## src/hdl/sfm_consts.vh

```
`ifndef SFM_CONSTS_VH
`define SFM_CONSTS_VH
// ----------------------------------------
// Register byte offsets
// ----------------------------------------
`define SFM_OFS_OUT_CTRL 8'h00
`define SFM_OFS_QUICK_STATUS 8'h04
`define SFM_OFS_DEV_STATUS 8'h08
`define SFM_OFS_OUT_STATE 8'h0c
`define SFM_OFS_DEGLITCH 8'h10
`define SFM_OFS_IRQ_STATUS 8'h14
`define SFM_OFS_IRQ_CLEAR 8'h18
`define SFM_OFS_IRQ_ENABLE 8'h1c
// ----------------------------------------
// Field positions
// ----------------------------------------
`define SFM_QS_PUMP 0
`define SFM_QS_SUMMARY 1
`define SFM_DS_LOW 0
`define SFM_DS_HIGH 1
`define SFM_DS_SUMMARY 2
`define SFM_DS_FAIL_MODE 3
`define SFM_OS_CMD_LSB 8
`define SFM_OS_UV 16
`define SFM_OS_OV 17
`define SFM_OS_CP 18
`define SFM_OS_SETTLED 19
`define SFM_OS_HOLD 20
`define SFM_IRQ_UV 0
`define SFM_IRQ_OV 1
`define SFM_IRQ_CP 2
`define SFM_IRQ_RESTART 3
// ----------------------------------------
// Reset values and bus answers
// ----------------------------------------
`define SFM_RST_OUT_CTRL 5'h00
`define SFM_RST_IRQ_ENABLE 4'h0
`define SFM_RESP_OKAY 2'b00
`define SFM_RESP_SLVERR 2'b10
// ----------------------------------------
// Timing
// ----------------------------------------
`define SFM_MCLK_MHZ 200
`define SFM_T_UVOV_DGL_NS 3500
`define SFM_T_CP_DGL_NS 4000
`define SFM_T_RESTART_MS 64
`endif

```

## src/hdl/sfm_top.v

```verilog
`timescale 1ns/1ps
`include "sfm_consts.vh"
module sfm_top #(
  parameter [23:0] RESTART_CYCLES = `SFM_T_RESTART_MS * 1000 * `SFM_MCLK_MHZ
) (
  input wire MCLK,
  input wire RSTN,
  input wire CE,
  input wire UV_CMP,
  input wire OV_CMP,
  input wire CP_BAD,
  input wire FAIL_MODE,
  output reg [4:0] OUT_EN,
  output reg [4:0] INRUSH_START,
  output reg DEV_FAULT,
  output reg IRQ,
  input wire [7:0] AWADDR,
  input wire AWVALID,
  output reg AWREADY,
  input wire [31:0] WDATA,
  input wire [3:0] WSTRB,
  input wire WVALID,
  output reg WREADY,
  output reg [1:0] BRESP,
  output reg BVALID,
  input wire BREADY,
  input wire [7:0] ARADDR,
  input wire ARVALID,
  output reg ARREADY,
  output reg [31:0] RDATA,
  output reg [1:0] RRESP,
  output reg RVALID,
  input wire RREADY
);
  localparam integer UVOV_DGL_NUM = `SFM_T_UVOV_DGL_NS * `SFM_MCLK_MHZ / 1000;
  localparam integer CP_DGL_NUM = `SFM_T_CP_DGL_NS * `SFM_MCLK_MHZ / 1000;
  localparam [15:0] UVOV_DGL_RST = UVOV_DGL_NUM[15:0];
  localparam [15:0] CP_DGL_RST = CP_DGL_NUM[15:0];

  // ----------------------------------------
  // Helpers
  // ----------------------------------------
  function is_mapped;
    input [7:0] addr;
    begin
      is_mapped = (addr[7:5] == 3'b000) && (addr[1:0] == 2'b00);
    end
  endfunction

  function [31:0] strb_merge;
    input [31:0] old;
    input [31:0] data;
    input [3:0] strb;
    integer i;
    begin
      strb_merge = old;
      for (i = 0; i < 4; i = i + 1) begin
        if (strb[i]) begin
          strb_merge[i*8 +: 8] = data[i*8 +: 8];
        end
      end
    end
  endfunction

  // ----------------------------------------
  // Reset release and input synchronisers
  // ----------------------------------------
  reg [1:0] rst_pipe;
  wire rst_n = rst_pipe[1];

  // Release is not gated by CE so the device leaves reset even while frozen
  always @(posedge MCLK or negedge RSTN) begin
    if (!RSTN) begin
      rst_pipe <= 2'b00;
    end else begin
      rst_pipe <= {rst_pipe[0], 1'b1};
    end
  end

  reg [2:0] cmp_meta;
  reg [2:0] cmp_sync;
  wire uv_sync = cmp_sync[0];
  wire ov_sync = cmp_sync[1];
  wire cp_sync = cmp_sync[2];

  // Pump starts as bad so the settle logic waits for a real low sample
  always @(posedge MCLK or negedge rst_n) begin
    if (!rst_n) begin
      cmp_meta <= 3'b100;
      cmp_sync <= 3'b100;
    end else if (CE) begin
      cmp_meta <= {CP_BAD, OV_CMP, UV_CMP};
      cmp_sync <= cmp_meta;
    end
  end

  // ----------------------------------------
  // Deglitch filters
  // ----------------------------------------
  reg [15:0] uvov_limit;
  reg [15:0] cp_limit;
  wire uv_trip;
  wire ov_trip;
  wire cp_trip;

  sfm_deglitch u_uv_dgl (
    .clk(MCLK),
    .rst_n(rst_n),
    .ce(CE),
    .raw(uv_sync),
    .limit(uvov_limit),
    .trip(uv_trip)
  );

  sfm_deglitch u_ov_dgl (
    .clk(MCLK),
    .rst_n(rst_n),
    .ce(CE),
    .raw(ov_sync),
    .limit(uvov_limit),
    .trip(ov_trip)
  );

  sfm_deglitch u_cp_dgl (
    .clk(MCLK),
    .rst_n(rst_n),
    .ce(CE),
    .raw(cp_sync),
    .limit(cp_limit),
    .trip(cp_trip)
  );

  reg uv_trip_d;
  reg ov_trip_d;
  reg cp_trip_d;
  wire uv_rise = uv_trip & ~uv_trip_d;
  wire ov_rise = ov_trip & ~ov_trip_d;
  wire cp_rise = cp_trip & ~cp_trip_d;

  // ----------------------------------------
  // AXI4-Lite slave
  // ----------------------------------------
  reg [7:0] aw_addr;
  reg aw_got;
  reg [31:0] w_data;
  reg [3:0] w_strb;
  reg w_got;
  wire wr_fire = aw_got & w_got & ~BVALID;
  wire rd_fire = ARVALID & ARREADY;
  wire rd_quick = rd_fire && (ARADDR == `SFM_OFS_QUICK_STATUS);
  wire rd_dev = rd_fire && (ARADDR == `SFM_OFS_DEV_STATUS);
  wire wr_ctrl = wr_fire && (aw_addr == `SFM_OFS_OUT_CTRL) && w_strb[0];
  wire wr_irq_clr = wr_fire && (aw_addr == `SFM_OFS_IRQ_CLEAR) && w_strb[0];

  reg [4:0] cmd_on;
  reg supply_low_flag;
  reg supply_high_flag;
  reg pump_fault_flag;
  reg pump_settled;
  reg fail_hold;
  reg [23:0] restart_cnt;
  reg [3:0] irq_status;
  reg [3:0] irq_enable;
  reg [31:0] rd_value;
  wire [31:0] irq_en_merged = strb_merge({28'h0000000, irq_enable}, w_data, w_strb);

  always @* begin
    rd_value = 32'h00000000;
    case (ARADDR)
      `SFM_OFS_OUT_CTRL: rd_value[4:0] = cmd_on;
      `SFM_OFS_QUICK_STATUS: begin
        rd_value[`SFM_QS_PUMP] = pump_fault_flag;
        rd_value[`SFM_QS_SUMMARY] = DEV_FAULT;
      end
      `SFM_OFS_DEV_STATUS: begin
        rd_value[`SFM_DS_LOW] = supply_low_flag;
        rd_value[`SFM_DS_HIGH] = supply_high_flag;
        rd_value[`SFM_DS_SUMMARY] = DEV_FAULT;
        rd_value[`SFM_DS_FAIL_MODE] = FAIL_MODE;
      end
      `SFM_OFS_OUT_STATE: begin
        rd_value[4:0] = OUT_EN;
        rd_value[`SFM_OS_CMD_LSB +: 5] = cmd_on;
        rd_value[`SFM_OS_UV] = uv_trip;
        rd_value[`SFM_OS_OV] = ov_trip;
        rd_value[`SFM_OS_CP] = cp_trip;
        rd_value[`SFM_OS_SETTLED] = pump_settled;
        rd_value[`SFM_OS_HOLD] = fail_hold;
      end
      `SFM_OFS_DEGLITCH: rd_value = {cp_limit, uvov_limit};
      `SFM_OFS_IRQ_STATUS: rd_value[3:0] = irq_status;
      `SFM_OFS_IRQ_ENABLE: rd_value[3:0] = irq_enable;
      default: rd_value = 32'h00000000;
    endcase
  end

  always @(posedge MCLK or negedge rst_n) begin
    if (!rst_n) begin
      AWREADY <= 1'b1;
      WREADY <= 1'b1;
      BVALID <= 1'b0;
      BRESP <= `SFM_RESP_OKAY;
      ARREADY <= 1'b1;
      RVALID <= 1'b0;
      RRESP <= `SFM_RESP_OKAY;
      RDATA <= 32'h00000000;
      aw_addr <= 8'h00;
      aw_got <= 1'b0;
      w_data <= 32'h00000000;
      w_strb <= 4'h0;
      w_got <= 1'b0;
      uvov_limit <= UVOV_DGL_RST;
      cp_limit <= CP_DGL_RST;
      irq_enable <= `SFM_RST_IRQ_ENABLE;
    end else if (CE) begin
      if (AWVALID && AWREADY) begin
        aw_addr <= AWADDR;
        aw_got <= 1'b1;
        AWREADY <= 1'b0;
      end
      if (WVALID && WREADY) begin
        w_data <= WDATA;
        w_strb <= WSTRB;
        w_got <= 1'b1;
        WREADY <= 1'b0;
      end
      if (wr_fire) begin
        aw_got <= 1'b0;
        w_got <= 1'b0;
        BVALID <= 1'b1;
        BRESP <= is_mapped(aw_addr) ? `SFM_RESP_OKAY : `SFM_RESP_SLVERR;
        if (aw_addr == `SFM_OFS_DEGLITCH) begin
          {cp_limit, uvov_limit} <= strb_merge({cp_limit, uvov_limit}, w_data, w_strb);
        end
        if (aw_addr == `SFM_OFS_IRQ_ENABLE) begin
          irq_enable <= irq_en_merged[3:0];
        end
      end
      // Ready returns only after the response is taken: one write in flight
      if (BVALID && BREADY) begin
        BVALID <= 1'b0;
        AWREADY <= 1'b1;
        WREADY <= 1'b1;
      end
      if (rd_fire) begin
        RDATA <= rd_value;
        RRESP <= is_mapped(ARADDR) ? `SFM_RESP_OKAY : `SFM_RESP_SLVERR;
        RVALID <= 1'b1;
        ARREADY <= 1'b0;
      end
      if (RVALID && RREADY) begin
        RVALID <= 1'b0;
        ARREADY <= 1'b1;
      end
    end
  end

  // ----------------------------------------
  // Fault flags
  // ----------------------------------------
  // Read data is captured at the same edge, so the clearing read still sees the flag
  wire next_low = uv_trip | (supply_low_flag & ~(rd_dev & ~uv_sync));
  wire next_high = ov_trip | (supply_high_flag & ~(rd_dev & ~ov_sync));
  wire next_pump = cp_trip | (pump_fault_flag & ~(rd_quick & ~cp_sync));

  always @(posedge MCLK or negedge rst_n) begin
    if (!rst_n) begin
      supply_low_flag <= 1'b0;
      supply_high_flag <= 1'b0;
      pump_fault_flag <= 1'b0;
      DEV_FAULT <= 1'b0;
      uv_trip_d <= 1'b0;
      ov_trip_d <= 1'b0;
      cp_trip_d <= 1'b0;
    end else if (CE) begin
      supply_low_flag <= next_low;
      supply_high_flag <= next_high;
      pump_fault_flag <= next_pump;
      DEV_FAULT <= next_low | next_high | next_pump;
      uv_trip_d <= uv_trip;
      ov_trip_d <= ov_trip;
      cp_trip_d <= cp_trip;
    end
  end

  // ----------------------------------------
  // Output control and restart
  // ----------------------------------------
  wire restart_due = fail_hold && (restart_cnt >= RESTART_CYCLES - 24'h000001);
  wire restart_go = restart_due & ~uv_trip & ~uv_sync;
  wire block = uv_trip | cp_trip | ~pump_settled;
  wire [4:0] next_out_en = cmd_on & {5{~block & ~fail_hold}};

  always @(posedge MCLK or negedge rst_n) begin
    if (!rst_n) begin
      cmd_on <= `SFM_RST_OUT_CTRL;
      pump_settled <= 1'b0;
      fail_hold <= 1'b0;
      restart_cnt <= 24'h000000;
      OUT_EN <= 5'h00;
      INRUSH_START <= 5'h00;
    end else if (CE) begin
      if (!cp_sync) begin
        pump_settled <= 1'b1;
      end
      // Commands are stored even while blocked and act once the block lifts
      if (wr_ctrl) begin
        cmd_on <= w_data[4:0];
      end else if (uv_rise && !FAIL_MODE) begin
        cmd_on <= 5'h00;
      end
      if (uv_rise && FAIL_MODE) begin
        fail_hold <= 1'b1;
      end else if (restart_go) begin
        fail_hold <= 1'b0;
      end
      // Each attempt waits a full interval; a still-low supply rearms it
      if (!fail_hold || restart_due) begin
        restart_cnt <= 24'h000000;
      end else begin
        restart_cnt <= restart_cnt + 24'h000001;
      end
      OUT_EN <= next_out_en;
      INRUSH_START <= next_out_en & ~OUT_EN;
    end
  end

  // ----------------------------------------
  // Interrupts
  // ----------------------------------------
  wire [3:0] irq_event = {restart_go, cp_rise, ov_rise, uv_rise};
  wire [3:0] irq_clr = wr_irq_clr ? w_data[3:0] : 4'h0;
  wire [3:0] next_irq_status = irq_event | (irq_status & ~irq_clr);

  always @(posedge MCLK or negedge rst_n) begin
    if (!rst_n) begin
      irq_status <= 4'h0;
      IRQ <= 1'b0;
    end else if (CE) begin
      irq_status <= next_irq_status;
      IRQ <= |(next_irq_status & irq_enable);
    end
  end
endmodule // sfm_top

```

## src/hdl/sfm_deglitch.v

```verilog
`timescale 1ns/1ps
module sfm_deglitch (
  input wire clk,
  input wire rst_n,
  input wire ce,
  input wire raw,
  input wire [15:0] limit,
  output reg trip
);
  reg [15:0] count;

  // Any low cycle restarts the count, so only an unbroken assertion trips
  always @(posedge clk or negedge rst_n) begin
    if (!rst_n) begin
      count <= 16'h0000;
      trip <= 1'b0;
    end else if (ce) begin
      if (!raw) begin
        count <= 16'h0000;
        trip <= 1'b0;
      end else if (count >= limit) begin
        trip <= 1'b1;
      end else begin
        count <= count + 16'h0001;
      end
    end
  end
endmodule // sfm_deglitch

```

## config.mk

```make
export PLATFORM = sky130hd
export DESIGN_NAME = sfm_top
export DESIGN_NICKNAME = d
export VERILOG_FILES = /design/src/hdl/sfm_top.v /design/src/hdl/sfm_deglitch.v
export VERILOG_INCLUDE_DIRS = /design/src /design/src/hdl
export SDC_FILE = /design/constraint.sdc
export NUM_CORES = 1
export LEC_CHECK = 0
export BUFFER_PORTS_ARGS = -buffer_cell sky130_fd_sc_hd__buf_2
export CAP_MARGIN = 20
export CELL_PAD_IN_SITES_DETAIL_PLACEMENT = 1
export CELL_PAD_IN_SITES_GLOBAL_PLACEMENT = 2
export CORE_MARGIN = 1
export CORE_UTILIZATION = 43
export CTS_BUF_LIST = sky130_fd_sc_hd__clkbuf_2 sky130_fd_sc_hd__clkbuf_4 sky130_fd_sc_hd__clkbuf_8
export CTS_CLUSTER_DIAMETER = 60
export DETAILED_ROUTE_END_ITERATION = 6
export GPL_ROUTABILITY_DRIVEN = 0
export GPL_TIMING_DRIVEN = 1
export PLACE_DENSITY = 0.94
export SETUP_SLACK_MARGIN = 0.4
export SYNTH_ARGS = -nofsm -noshare
export SYNTH_HDL_FRONTEND = slang
export SYNTH_SLANG_ARGS = --single-unit
```

## constraint.sdc

```tcl
create_clock -name MCLK -period 20.8 [get_ports MCLK]
set_clock_uncertainty 0.05 [all_clocks]
set_input_delay 4.16 -clock MCLK [delete_from_list [all_inputs] [get_ports MCLK]]
set_output_delay 4.16 -clock MCLK [all_outputs]
set_load 0.02 [all_outputs]
```

==> results.md <==
- Failing checks: design-rule violations
- DRC Markers: 6
- Resized Gates After CTS: 0
- Overall power: 0.00125 W
- Synth Register Bits: 233
- Fillers: 2882
- Total track usage: 0.233
- Async S/R FF share, synth: 1.00
- Hold-fix buffers, CTS: 0
- Synth-to-Final Area Change: 15.7%
- Power per standard cell area: 93.8 nW/um^2
- Final hold violations: 0
- WL/cell: 19.4 um
- Sink Count: 233
- Max-Cap Viols: 0
- Cts bufs inserted: 42
- Min-delay worst type: reg2async
- Final min period: 6420 ps
- 1st-iter DRT viols: 430
- Total die area: 27500 um^2
- WL final: 31.1 mm
- Core area: 26200 um^2
- H-tree depth: 2
- Antenna Diode Count: 0
- Largest net degree at the start of global routing: 73
- Max Root-Sink Buffers: 3
- EDFF count, synth: 0
- Worst VDD drop: 0.0000522 V
- Final nets: 1351
- Mapped cell area: 11500 um^2
- DP HPWL: 21.9 mm
- Buffers on Ports: 114
- Final TNS setup: 0 ps
- Ys Warns: 0
- Postcts setup bufs: 0
- Row cnt: 59
- Layout cells sized above 1: 0.261
- Detail Route Antenna Nets: 0
- Critical Path AT: 6820 ps
- Starting Density: 0.440
- Status: complete, but fails checks
- Number of global-route vias before repair: 9652
- Clock network latency to the later pin of the worst-skew pair: 560 ps
- # IOs: 117
- Maximum fanout along the worst path: 22
- Fin crit share: 0.308
- Via/cell ratio: 5.73
- Crit end category: flop
- CP Class: in2reg
- Netlist cell types: 70
- Grt total ovfl: 0
- Die X: 166 um
- Clock root cell: clkbuf_8
- Slew HR: 0.333
- TritonCTS clock tree: yes
- FMAX: 0.156 GHz
- Initial antenna violation count: 1
- Final setup vio count: 0
- Leakage: 6.13 nW
- Via count: 9165
- Die Ht: 166 um
- CP Launch Type: input pin
- Commonest register cell after synthesis: dfrtp_1
- Synthesized area per cell: 10.4 um^2
- Synthesized instance count: 1110
- Unrepaired setup endpoints after global routing: false
- Slew Limit Fails: 0
- Clk slew on worst S/H paths: 60 ps
- First-pass GRT wire length: 51.6 mm
- WP data required: 21200 ps
- Register area share after synthesis: 0.507
- Worst slew pin tran: 1000 ps
- First drt pass iteration count: 7
## state kept, by name, summed over array words and instances, names as in the netlist, 3 cells and up
signal,count
u_ov_dgl.count,16
cmp_meta,3
irq_status,4
OUT_EN,5
u_cp_dgl.count,16
cp_limit,16
restart_cnt,24
RDATA,32
w_data,32
cmp_sync,3
aw_addr,8
cmd_on,5
u_uv_dgl.count,16
INRUSH_START,5
w_strb,4
uvov_limit,16
irq_enable,4
## layout make-up
cell class              count  area, um^2  share of cell area
flip-flops and latches    233        5850               0.438
clock buffers              68         855              0.0640
multi-input cells         768        5260               0.394
repair buffers            124         646              0.0484
inverters                  66         248              0.0186
well taps                 335         419              0.0314
clock inverters             6        68.8             0.00516
## power by group
group | total, W | internal (W) | switching, W
Sequential | 0.000589 | 0.000523 | 0.0000661
Combinational | 0.000194 | 0.0000877 | 0.000107
Clock | 0.000469 | 0.000273 | 0.000196
## cell usage in the layout, fill, tap and decap left out, drive strengths merged, types with 13 or more instances in the layout
| cell type | n |
|---|---|
| dfrtp | 219 |
| nand2 | 134 |
| buf | 124 |
| mux2 | 85 |
| o21ai | 77 |
| clkbuf | 68 |
| inv | 67 |
| nor2 | 58 |
| a21oi | 54 |
| ha | 52 |
| nand3 | 37 |
| nand4 | 36 |
| or3 | 19 |
| or4 | 17 |
| dfstp | 14 |
| a22oi | 13 |
## stage by stage
step / instances / hold slack [ps] / utilization / setup WS [ps] / area [um^2]
after global routing: 1600 / 307 / 0.509 / 14160 / 13300
after CTS: 1598 / 285 / 0.509 / 14410 / 13300
final: 1600 / 257 / 0.509 / 14380 / 13300
after detailed placement: 1524 / 276 / 0.473 / 13840 / 12400
after floorplan: 1111 / 281 / - / 13800 / 11500
after global placement: 1524 / 268 / 0.473 / 13940 / 12400
## worst max-delay path: stages
cell and delay [ps]:
buf_2 280, clkinv_1 700, a211oi_2 450, nand3_2 400
or4_1 620, a21oi_1 190
## cell usage after synthesis (8+ instances only)
library cell,number,share of area
clkbuf_1,30,0.0098
nor2_1,58,0.019
a31o_2,10,0.0076
a21o_1,8,0.0052
nand2_1,131,0.043
inv_1,65,0.021
nor2b_1,8,0.0043
a31oi_1,9,0.0049
nand3_1,36,0.016
o21ai_0,76,0.033
mux2_2,85,0.083
a22oi_1,13,0.0085
a21oi_1,54,0.023
or4_1,16,0.010
dfstp_2,14,0.032
xnor2_1,10,0.0076
nor4_1,8,0.0043
nand2b_1,8,0.0043
ha_1,52,0.056
or3_1,19,0.010
and4_1,8,0.0061
nand4_1,35,0.019
xor2_1,12,0.0091
and3_1,12,0.0065
dfrtp_1,219,0.47
o31ai_1,11,0.0072
## metal layers
| metal | vias to the layer above | global-route usage | wire length [um] |
|---|---|---|---|
| met5 | - | 0 | 13 |
| met4 | 2 | 0.0658 | 586 |
| met3 | 54 | 0.0408 | 1430 |
| met2 | 208 | 0.384 | 14800 |
| met1 | 4648 | 0.316 | 14300 |
| li1 | 4253 | - | - |
## final timing paths
kind | start | end | slack, ps | cells after the start
setup / recovery | CE | u_uv_dgl.count[12]$_DFFE_PN0P_ | 14380 | 6
hold / removal | rst_pipe[1]$_DFF_PN0_ | w_data[23]$_DFFE_PN0P_ | 260 | 0
setup reg to reg | uvov_limit[7]$_DFFE_PN1P_ | u_ov_dgl.count[9]$_DFFE_PN0P_ | 17690 | 8
hold reg to reg | rst_pipe[1]$_DFF_PN0_ | w_data[23]$_DFFE_PN0P_ | 260 | 0
max in group asynchronous | RSTN | rst_pipe[1]$_DFF_PN0_ | 17250 | 1
min in group MCLK | rst_pipe[0]$_DFF_PN0_ | rst_pipe[1]$_DFF_PN0_ | 300 | 0
## logic make-up after synthesis
group | after synthesis | synth area share
mux | 92 | 0.0912
other cells | 2 | 0.000651
buf+inv | 110 | 0.0389
xor+xnor | 22 | 0.0167
compound gates | 228 | 0.125
flops | 233 | 0.507
fa+ha+maj | 52 | 0.0564
simple gates | 371 | 0.164
Power figures use the tool's default switching activity.
